File: config.mk
export PLATFORM = sky130hd
export DESIGN_NAME = usdfta_top
export DESIGN_NICKNAME = d
export VERILOG_FILES = /design/src/usdfta_pkg.sv /design/src/usdfta_top.sv
export SDC_FILE = /design/constraint.sdc
export NUM_CORES = 1
export LEC_CHECK = 0
export ABC_AREA = 1
export BUFFER_PORTS_ARGS = -buffer_cell sky130_fd_sc_hd__buf_2
export CAP_MARGIN = 20
export CORE_MARGIN = 10
export CORE_UTILIZATION = 59
export DETAILED_ROUTE_END_ITERATION = 16
export PLACE_DENSITY_LB_ADDON = 0.15
export SLEW_MARGIN = 20
export SYNTH_ARGS = -nofsm -noshare
export SYNTH_HDL_FRONTEND = slang
export SYNTH_SLANG_ARGS = --single-unit
File: constraint.sdc
create_clock -name clk -period 3.7 [get_ports clk]
set_input_delay 0.74 -clock clk [delete_from_list [all_inputs] [get_ports clk]]
set_output_delay 0.74 -clock clk [all_outputs]
set_load 0.02 [all_outputs]
File: src/usdfta_pkg.sv
/*
  Constants for the shadow data window and FIFO test access block of a UART:
  register byte addresses, field positions, reset values and FIFO sizing.
  Assumes a 32-bit APB with full byte addresses and one aligned word per register.

*/
package usdfta_pkg;

  localparam int unsigned       ADDR_W           = 32;
  localparam int unsigned       DATA_W           = 32;
  localparam int unsigned       CHAR_W           = 8;
  localparam int unsigned       FIFO_DEPTH       = 16;

  // shadow slots: slot 15 sits at the top, slots are one word apart
  localparam logic [31:0]       SHADOW_SLOT15    = 32'h5000_116c;
  localparam logic [31:0]       SHADOW_SLOT0     = 32'h5000_1130;
  localparam logic [31:0]       FIFO_TEST_CTRL   = 32'h5000_1170;
  localparam logic [31:0]       DATA_PATH_STATUS = 32'h5000_1174;

  localparam int unsigned       TEST_EN_BIT      = 0;
  // status field positions
  localparam int unsigned       ST_RX_READY      = 0;
  localparam int unsigned       ST_OVERRUN       = 1;
  localparam int unsigned       ST_TX_EMPTY      = 5;
  localparam int unsigned       ST_RX_FULL       = 8;
  localparam int unsigned       ST_RX_NOT_EMPTY  = 9;
  localparam int unsigned       ST_TX_FIFO_EMPTY = 10;
  localparam int unsigned       ST_TX_FULL       = 11;

  localparam logic [31:0]       RD_ZERO          = 32'h0000_0000;
  localparam logic [7:0]        CHAR_RESET       = 8'h00;
  localparam logic              TEST_EN_RESET    = 1'b0;

endpackage : usdfta_pkg

File: src/usdfta_top.sv
/*
  Data-access side of a UART: a sixteen-word shadow window onto the receive
  buffer / transmit holding path, receive and transmit FIFOs, and the FIFO test
  access mode, all behind an APB slave. Also holds the FIFO module.
  Assumes framers on the same clock deliver received bytes as one-cycle strobes
  and take transmit bytes with a valid/ready handshake; FIFO enable and
  infrared mode come from line-control logic on the same clock.
*/
// Our own choice: the APB register port.
`timescale 1ns/1ps

module usdfta_fifo
  import usdfta_pkg::*;
#(
  parameter int unsigned WIDTH = CHAR_W,
  parameter int unsigned DEPTH = FIFO_DEPTH
) (
  input  wire logic             clk,
  input  wire logic             sys_rst,
  input  wire logic             clear,
  input  wire logic             in_valid,
  output logic                  in_ready,
  input  wire logic [WIDTH-1:0] in_data,
  output logic                  out_valid,
  input  wire logic             out_ready,
  output logic [WIDTH-1:0]      out_data
);
  localparam int unsigned PW = (DEPTH > 1) ? $clog2(DEPTH) : 1;

  logic [WIDTH-1:0] mem_q [DEPTH];
  logic [WIDTH-1:0] mem_d [DEPTH];
  logic [PW-1:0]    wr_q, wr_d, rd_q, rd_d;
  logic [PW:0]      cnt_q, cnt_d;
  logic             push, pop;

  function automatic logic [PW-1:0] ptr_inc(input logic [PW-1:0] p);
    if (p == PW'(DEPTH - 1)) begin
      return '0;
    end
    return p + PW'(1);
  endfunction : ptr_inc

  assign in_ready  = (cnt_q != (PW+1)'(DEPTH));
  assign out_valid = (cnt_q != '0);
  assign out_data  = mem_q[rd_q];
  assign push      = in_valid && in_ready;
  assign pop       = out_valid && out_ready;

  always_comb begin
    mem_d = mem_q;
    wr_d  = wr_q;
    rd_d  = rd_q;
    cnt_d = cnt_q;
    if (clear) begin
      wr_d  = '0;
      rd_d  = '0;
      cnt_d = '0;
    end else begin
      if (push) begin
        mem_d[wr_q] = in_data;
        wr_d        = ptr_inc(wr_q);
      end
      if (pop) begin
        rd_d = ptr_inc(rd_q);
      end
      if (push && !pop) begin
        cnt_d = cnt_q + (PW+1)'(1);
      end else if (pop && !push) begin
        cnt_d = cnt_q - (PW+1)'(1);
      end
    end
  end

  always_ff @(posedge clk) begin
    mem_q <= mem_d;
    if (sys_rst) begin
      wr_q  <= '0;
      rd_q  <= '0;
      cnt_q <= '0;
    end else begin
      wr_q  <= wr_d;
      rd_q  <= rd_d;
      cnt_q <= cnt_d;
    end
  end

endmodule : usdfta_fifo

module usdfta_top
#(
  parameter bit          FIFO_ACCESS = 1'b1,
  parameter int unsigned DEPTH       = usdfta_pkg::FIFO_DEPTH
) (
  input  wire logic                          clk,
  input  wire logic                          sys_rst,
  input  wire logic                          psel,
  input  wire logic                          penable,
  input  wire logic                          pwrite,
  input  wire logic [usdfta_pkg::ADDR_W-1:0] paddr,
  input  wire logic [usdfta_pkg::DATA_W-1:0] pwdata,
  output logic      [usdfta_pkg::DATA_W-1:0] prdata,
  output logic                               pready,
  output logic                               pslverr,
  input  wire logic                          fifo_en,
  input  wire logic                          ir_mode,
  input  wire logic                          rx_ser_valid,
  input  wire logic [usdfta_pkg::CHAR_W-1:0] rx_ser_data,
  input  wire logic                          rx_ir_valid,
  input  wire logic [usdfta_pkg::CHAR_W-1:0] rx_ir_data,
  output logic                               tx_ser_valid,
  output logic                               tx_ir_valid,
  output logic      [usdfta_pkg::CHAR_W-1:0] tx_char_data,
  input  wire logic                          tx_char_ready,
  output logic                               rx_data_ready,
  output logic                               tx_holding_empty,
  output logic                               overrun_err
);
  import usdfta_pkg::*;

  // apb slave state
  logic [DATA_W-1:0] prdata_q, prdata_d;
  logic              pready_q, pready_d;
  logic              pslverr_q, pslverr_d;
  // data path state
  logic              test_q, test_d;
  logic [CHAR_W-1:0] rx_buf_q, rx_buf_d;
  logic              rx_full_q, rx_full_d;
  logic [CHAR_W-1:0] tx_hold_q, tx_hold_d;
  logic              tx_full_q, tx_full_d;
  logic              ovr_q, ovr_d;
  logic              txs_v_q, txs_v_d, txi_v_q, txi_v_d;
  logic [CHAR_W-1:0] tx_out_q, tx_out_d;
  logic              rdy_q, rdy_d, tx_holding_empty_q, tx_holding_empty_d;

  logic              setup;
  logic              access;
  logic              wr_slot;
  logic              rd_slot;
  logic              wr_test;
  logic              rd_stat;
  logic              rx_in_v;
  logic              rx_in_rdy;
  logic              rx_out_v;
  logic              rx_out_rdy;
  logic              tx_in_v;
  logic              tx_in_rdy;
  logic              tx_out_v;
  logic              tx_out_rdy;
  logic              ovr_set;
  logic [CHAR_W-1:0] rx_in_d, rx_head, tx_head;
  logic              line_v, line_slot_free, clear_fifos;
  logic [CHAR_W-1:0] line_d;

  function automatic logic slot_hit(input logic [ADDR_W-1:0] a);
    return (a >= SHADOW_SLOT0) && (a <= SHADOW_SLOT15) && (a[1:0] == 2'b00);
  endfunction : slot_hit

  function automatic logic ctrl_hit(input logic [ADDR_W-1:0] a);
    return a == FIFO_TEST_CTRL;
  endfunction : ctrl_hit

  function automatic logic stat_hit(input logic [ADDR_W-1:0] a);
    return a == DATA_PATH_STATUS;
  endfunction : stat_hit

  assign setup   = psel && !penable;
  assign access  = psel && penable && pready_q;
  assign wr_slot = access && pwrite && slot_hit(paddr);
  assign rd_slot = access && !pwrite && slot_hit(paddr);
  assign wr_test = access && pwrite && ctrl_hit(paddr);
  assign rd_stat = access && !pwrite && stat_hit(paddr);

  // received byte from the framer of the active line mode
  assign line_v = ir_mode ? rx_ir_valid : rx_ser_valid;
  assign line_d = ir_mode ? rx_ir_data : rx_ser_data;

  // test mode feeds the receive FIFO from the bus and drains transmit to the bus
  assign rx_in_v    = fifo_en && (test_q ? wr_slot : line_v);
  assign rx_in_d    = test_q ? pwdata[CHAR_W-1:0] : line_d;
  assign rx_out_rdy = fifo_en && !test_q && rd_slot;
  assign tx_in_v    = fifo_en && !test_q && wr_slot;
  assign line_slot_free = !(txs_v_q || txi_v_q) || tx_char_ready;
  assign tx_out_rdy = fifo_en && (test_q ? rd_slot : line_slot_free);

  // any change of the test bit restarts both FIFOs empty
  assign clear_fifos = wr_test && FIFO_ACCESS && (pwdata[TEST_EN_BIT] != test_q);

  // overrun: a byte arrives with nowhere to go; with FIFOs off it still overwrites the receive buffer
  assign ovr_set = !test_q && line_v &&
                   (fifo_en ? !rx_in_rdy : (rx_full_q && !rd_slot));

  usdfta_fifo #(
    .WIDTH (CHAR_W),
    .DEPTH (DEPTH)
  ) u_rx_fifo (
    .clk       (clk),
    .sys_rst   (sys_rst),
    .clear     (clear_fifos),
    .in_valid  (rx_in_v),
    .in_ready  (rx_in_rdy),
    .in_data   (rx_in_d),
    .out_valid (rx_out_v),
    .out_ready (rx_out_rdy),
    .out_data  (rx_head)
  );

  usdfta_fifo #(
    .WIDTH (CHAR_W),
    .DEPTH (DEPTH)
  ) u_tx_fifo (
    .clk       (clk),
    .sys_rst   (sys_rst),
    .clear     (clear_fifos),
    .in_valid  (tx_in_v),
    .in_ready  (tx_in_rdy),
    .in_data   (pwdata[CHAR_W-1:0]),
    .out_valid (tx_out_v),
    .out_ready (tx_out_rdy),
    .out_data  (tx_head)
  );

  // apb: answer is prepared in the setup cycle, so access never waits
  always_comb begin
    prdata_d  = RD_ZERO;
    pslverr_d = 1'b0;
    pready_d  = setup;
    if (setup) begin
      if (slot_hit(paddr)) begin
        if (!pwrite) begin
          if (test_q) begin
            prdata_d[CHAR_W-1:0] = fifo_en ? tx_head : tx_hold_q;
          end else begin
            prdata_d[CHAR_W-1:0] = fifo_en ? rx_head : rx_buf_q;
          end
        end
      end else if (ctrl_hit(paddr)) begin
        prdata_d[TEST_EN_BIT] = test_q;
      end else if (stat_hit(paddr)) begin
        prdata_d[ST_RX_READY]      = rdy_q;
        prdata_d[ST_OVERRUN]       = ovr_q;
        prdata_d[ST_TX_EMPTY]      = tx_holding_empty_q;
        prdata_d[ST_RX_FULL]       = !rx_in_rdy;
        prdata_d[ST_RX_NOT_EMPTY]  = rx_out_v;
        prdata_d[ST_TX_FIFO_EMPTY] = !tx_out_v;
        prdata_d[ST_TX_FULL]       = !tx_in_rdy;
      end else begin
        pslverr_d = 1'b1;
      end
    end
  end

  // data path next state
  always_comb begin
    test_d    = test_q;
    rx_buf_d  = rx_buf_q;
    rx_full_d = rx_full_q;
    tx_hold_d = tx_hold_q;
    tx_full_d = tx_full_q;
    ovr_d     = ovr_q;
    txs_v_d   = txs_v_q;
    txi_v_d   = txi_v_q;
    tx_out_d  = tx_out_q;

    if (wr_test && FIFO_ACCESS) begin
      test_d = pwdata[TEST_EN_BIT];
    end

    // line transmit stage: drop valid once the framer takes it
    if (tx_char_ready) begin
      txs_v_d = 1'b0;
      txi_v_d = 1'b0;
    end
    // a byte taken and a new one loaded in one cycle keeps valid high
    if (!test_q && line_slot_free) begin
      if (fifo_en && tx_out_v) begin
        tx_out_d = tx_head;
        txs_v_d  = !ir_mode;
        txi_v_d  = ir_mode;
      end else if (!fifo_en && tx_full_q) begin
        tx_out_d  = tx_hold_q;
        txs_v_d   = !ir_mode;
        txi_v_d   = ir_mode;
        tx_full_d = 1'b0;
      end
    end

    if (!fifo_en) begin
      if (!test_q && line_v) begin
        if (rx_full_q && !rd_slot) begin
          ovr_d = 1'b1;
        end
        rx_buf_d  = line_d;
        rx_full_d = 1'b1;
      end else if (!test_q && rd_slot) begin
        rx_full_d = 1'b0;
      end
      if (wr_slot) begin
        if (test_q) begin
          rx_buf_d  = pwdata[CHAR_W-1:0];
          rx_full_d = 1'b1;
        end else begin
          tx_hold_d = pwdata[CHAR_W-1:0];
          tx_full_d = 1'b1;
        end
      end
      if (test_q && rd_slot) begin
        tx_full_d = 1'b0;
      end
    end else if (line_v && !test_q && !rx_in_rdy) begin
      ovr_d = 1'b1;
    end

    // a read of status clears overrun, but an overrun in the same cycle wins,
    // even when the flag is already set, so no event is lost
    if (rd_stat && !ovr_set) begin
      ovr_d = 1'b0;
    end
    if (clear_fifos) begin
      rx_full_d = 1'b0;
      tx_full_d = 1'b0;
    end
  end

  // flags registered from the state they summarise; one cycle behind it
  always_comb begin
    rdy_d  = fifo_en ? rx_out_v : rx_full_q;
    tx_holding_empty_d = fifo_en ? !tx_out_v : !tx_full_q;
  end

  always_ff @(posedge clk) begin
    if (sys_rst) begin
      prdata_q  <= RD_ZERO;
      pready_q  <= 1'b0;
      pslverr_q <= 1'b0;
      test_q    <= TEST_EN_RESET;
      rx_buf_q  <= CHAR_RESET;
      rx_full_q <= 1'b0;
      tx_hold_q <= CHAR_RESET;
      tx_full_q <= 1'b0;
      ovr_q     <= 1'b0;
      txs_v_q   <= 1'b0;
      txi_v_q   <= 1'b0;
      tx_out_q  <= CHAR_RESET;
      rdy_q     <= 1'b0;
      tx_holding_empty_q    <= 1'b1;
    end else begin
      prdata_q  <= prdata_d;
      pready_q  <= pready_d;
      pslverr_q <= pslverr_d;
      test_q    <= test_d;
      rx_buf_q  <= rx_buf_d;
      rx_full_q <= rx_full_d;
      tx_hold_q <= tx_hold_d;
      tx_full_q <= tx_full_d;
      ovr_q     <= ovr_d;
      txs_v_q   <= txs_v_d;
      txi_v_q   <= txi_v_d;
      tx_out_q  <= tx_out_d;
      rdy_q     <= rdy_d;
      tx_holding_empty_q    <= tx_holding_empty_d;
    end
  end

  assign prdata           = prdata_q;
  assign pready           = pready_q;
  assign pslverr          = pslverr_q;
  assign tx_ser_valid     = txs_v_q;
  assign tx_ir_valid      = txi_v_q;
  assign tx_char_data     = tx_out_q;
  assign rx_data_ready    = rdy_q;
  assign tx_holding_empty = tx_holding_empty_q;
  assign overrun_err      = ovr_q;

endmodule : usdfta_top

==> flow_metrics.env <==
export IMPL_first_pass_iters=5
export IMPL_outcome="complete, no violations"
export IMPL_power_density_nw_per_um2=467
export IMPL_setup_slack_ns=0.438
export IMPL_grt_ovfl_total=0
export IMPL_grt_max_degree=67
export IMPL_synth_top_cell_area_share_pct=52.5
export IMPL_dieArea_um2=31500
export IMPL_ant_nets=0
export IMPL_crit_path_start_kind="flip-flop"
export IMPL_synth_main_ff_cell="edfxtp_1"
export IMPL_wl_per_cell_um=19.3
export IMPL_async_flop_share_pct=0
export IMPL_finClkSkew_ns=0.0130
export IMPL_slew_headroom_pct=51.1
export IMPL_yosysTopAreaCell="edfxtp_1"
export IMPL_crit_type="flip-flop to flip-flop"
export IMPL_wl_met2_mm=17.2
export IMPL_layout_drive_gt1_share_pct=14.9
export IMPL_top_layer="met4"
export IMPL_synthTopCellsByArea="edfxtp_1 52%, dfxtp_1 9.8%, nor2_1 7.2%"
export IMPL_final_cell_mix="279 x nor2_1, 256 x edfxtp_1, 190 x nand2_1"
export IMPL_final_hold_viol_count=0
export IMPL_ys_ff_latch=328
export IMPL_cts_made_buffers=35
export IMPL_crit_path_end_kind="flip-flop"
export IMPL_cp_arrival_ns=3.66
export IMPL_vias=10900
export IMPL_post_cts_setup_buffers=0
export IMPL_met3_wirelength_mm=3.14
export IMPL_dp_hpwl_mm=23.9
export IMPL_yosysSeqAreaShare_pct=62.3
export IMPL_min_period_over_period_pct=88.2
export IMPL_drt_met1_wl_mm=15.4
export IMPL_routed_wl_mm=36.7
export IMPL_cts_sinks=328
export IMPL_yosysUniqueCellTypes=45
export IMPL_fin_hold_ws_ns=0.440
export IMPL_drc=0
export IMPL_rsz0062_at_grt="false"
export IMPL_gp_congestion=0.920
export IMPL_setup_viol=0
export IMPL_grt_use_total_pct=22.7
export IMPL_yosysWarnings=0
export IMPL_synth_edff_count=256
export IMPL_port_buffer_count=92
export IMPL_cap_violations=0
export IMPL_layout_cells_most_common="nor2_1"
export IMPL_fp_dieW_um=178
export IMPL_die_h_um=178
export IMPL_timing_final_max_slew_violations=0
export IMPL_period_minus_slack_ns=3.26
export IMPL_area_growth_pct=13.7
export IMPL_syn_inst=1440
export IMPL_crit_fanout=8
export IMPL_first_iter_violations=1036
export IMPL_antenna_found_initial=0
export IMPL_cts_clk_slew_worst_paths_ns=0.06
export IMPL_tightest_slew_ns=0.727
export IMPL_clockBufferDepth=3
export IMPL_synth_area_um2=14600
export IMPL_cts_tree="done"
export IMPL_insertion_delay_ns=0.51
export IMPL_h_tree_depth=2
export IMPL_antenna_cells=0
export IMPL_hold_buffers=0
export IMPL_avgViaCountPerCell=5.70
export IMPL_layout_nets=1664
export IMPL_ir_drop_mv=0.447
export IMPL_crit_required_ns=4.10
export IMPL_coreArea_um2=24400
export IMPL_avgSynthCellArea_um2=10.2
export IMPL_post_cts_resized=0
export IMPL_grt_pass1_vias=10400
export IMPL_holdCritPathClass="input pin to flip-flop"
export IMPL_p_leak_nw=6.35
export IMPL_fillers=1908
export IMPL_dp_slack_ns=0.0861
export IMPL_setup_tns_ns=0
export IMPL_num_rows=57
export IMPL_initial_core_util_pct=60.0
export IMPL_root_buffer="clkbuf_16"
export IMPL_grt_pass1_wl_mm=56.0
export IMPL_fmax_ghz=0.307
export IMPL_io_pins=137
-- worst max-delay path, stage by stage, from the launching register on --
cell      delay [ns]
dfxtp_1         0.36
nor4_1          0.67
inv_1           0.09
nor2_1          0.10
inv_1           0.09
nand2_1         0.13
inv_1           0.15
nand2_8         0.15
clkinv_8        0.09
ha_1            0.21
inv_1           0.14
ha_1            0.29
nand2_1         0.09
nand2_1         0.05
a21oi_1         0.15
nor2_1          0.06
nor2_1          0.08
nand2_1         0.06
xor2_1          0.13
nor2_1          0.05
-- final cells by class --
cell class              count  area [µm²]  area share [%]
clock buffers              43         937            5.63
clock inverters            20         149           0.894
inverters                  84         328            1.97
multi-input cells         963        4840            29.1
flip-flops and latches    328        9130            54.8
well taps                 324         405            2.43
repair buffers            142         861            5.17
-- state kept, by name (all words and copies together) (netlist names), 4 cells and up --
signal           flops
prdata              12
rx_buf_q             8
tx_char_data         8
tx_hold_q            8
u_rx_fifo.cnt_q      5
u_rx_fifo.mem_q    128
u_rx_fifo.rd_q       4
u_rx_fifo.wr_q       4
u_tx_fifo.cnt_q      5
u_tx_fifo.mem_q    128
u_tx_fifo.rd_q       4
u_tx_fifo.wr_q       4
-- report_power, final --
| part | switching, mW | total (mW) | internal (mW) |
|---|---|---|---|
| clock | 1.41 | 3.30 | 1.89 |
| sequential | 0.0245 | 4.04 | 4.02 |
| combinational | 0.297 | 0.430 | 0.133 |
-- final timing paths --
| path | startpoint | endpoint | slack [ns] | cells after the start |
|---|---|---|---|---|
| worst max-delay path | u_rx_fifo.cnt_q[0] | u_rx_fifo.cnt_q[4] | 0.44 | 19 |
| worst min-delay path | penable | pready | 0.44 | 2 |
| worst max register to register | u_rx_fifo.cnt_q[0] | u_rx_fifo.cnt_q[4] | 0.44 | 19 |
| worst min register to register | tx_holding_empty | prdata[5] | 0.47 | 2 |
-- metal layers --
metal | vias up | GRT usage [%]
met2 | 448 | 36.1
met1 | 5153 | 30.6
met4 | 0 | 7.54
li1 | 5188 | -
met5 | - | 0
met3 | 65 | 4.70
-- kinds of logic after synthesis --
group / count (synthesis) / synth area share [%]
other: 1 / 0.0256
buffers and inverters: 168 / 5.13
xor gates and xnor gates: 11 / 0.658
and+or+nand+nor: 592 / 17.6
muxes: 14 / 0.957
AOI/OAI and AO/OA: 306 / 11.5
adders and majority gates: 20 / 1.81
DFF: 328 / 62.3
-- cell usage after synthesis, types with 14 or more instances --
library cell,number
nand2_1,190
a21oi_1,27
nand3_1,56
edfxtp_1,256
buf_4,21
o211ai_1,29
o21ai_0,196
buf_2,23
nor3_1,18
mux2i_1,14
ha_1,18
o22ai_1,25
dfxtp_1,72
clkbuf_1,35
nor2_2,15
a31oi_1,16
inv_1,76
nor2_1,279
-- through the flow --
stage               util (%)  std cells  cell area [µm²]  total power, mW
floorplan                  -       1459            14700             4.38
global placement        63.8       1841            15600             4.53
detailed placement      63.8       1841            15600             4.54
CTS                     68.3       1904            16600             7.80
global route            68.3       1904            16600             7.99
finish                  68.3       1904            16600             7.77
(Power assumes the default switching activity.)
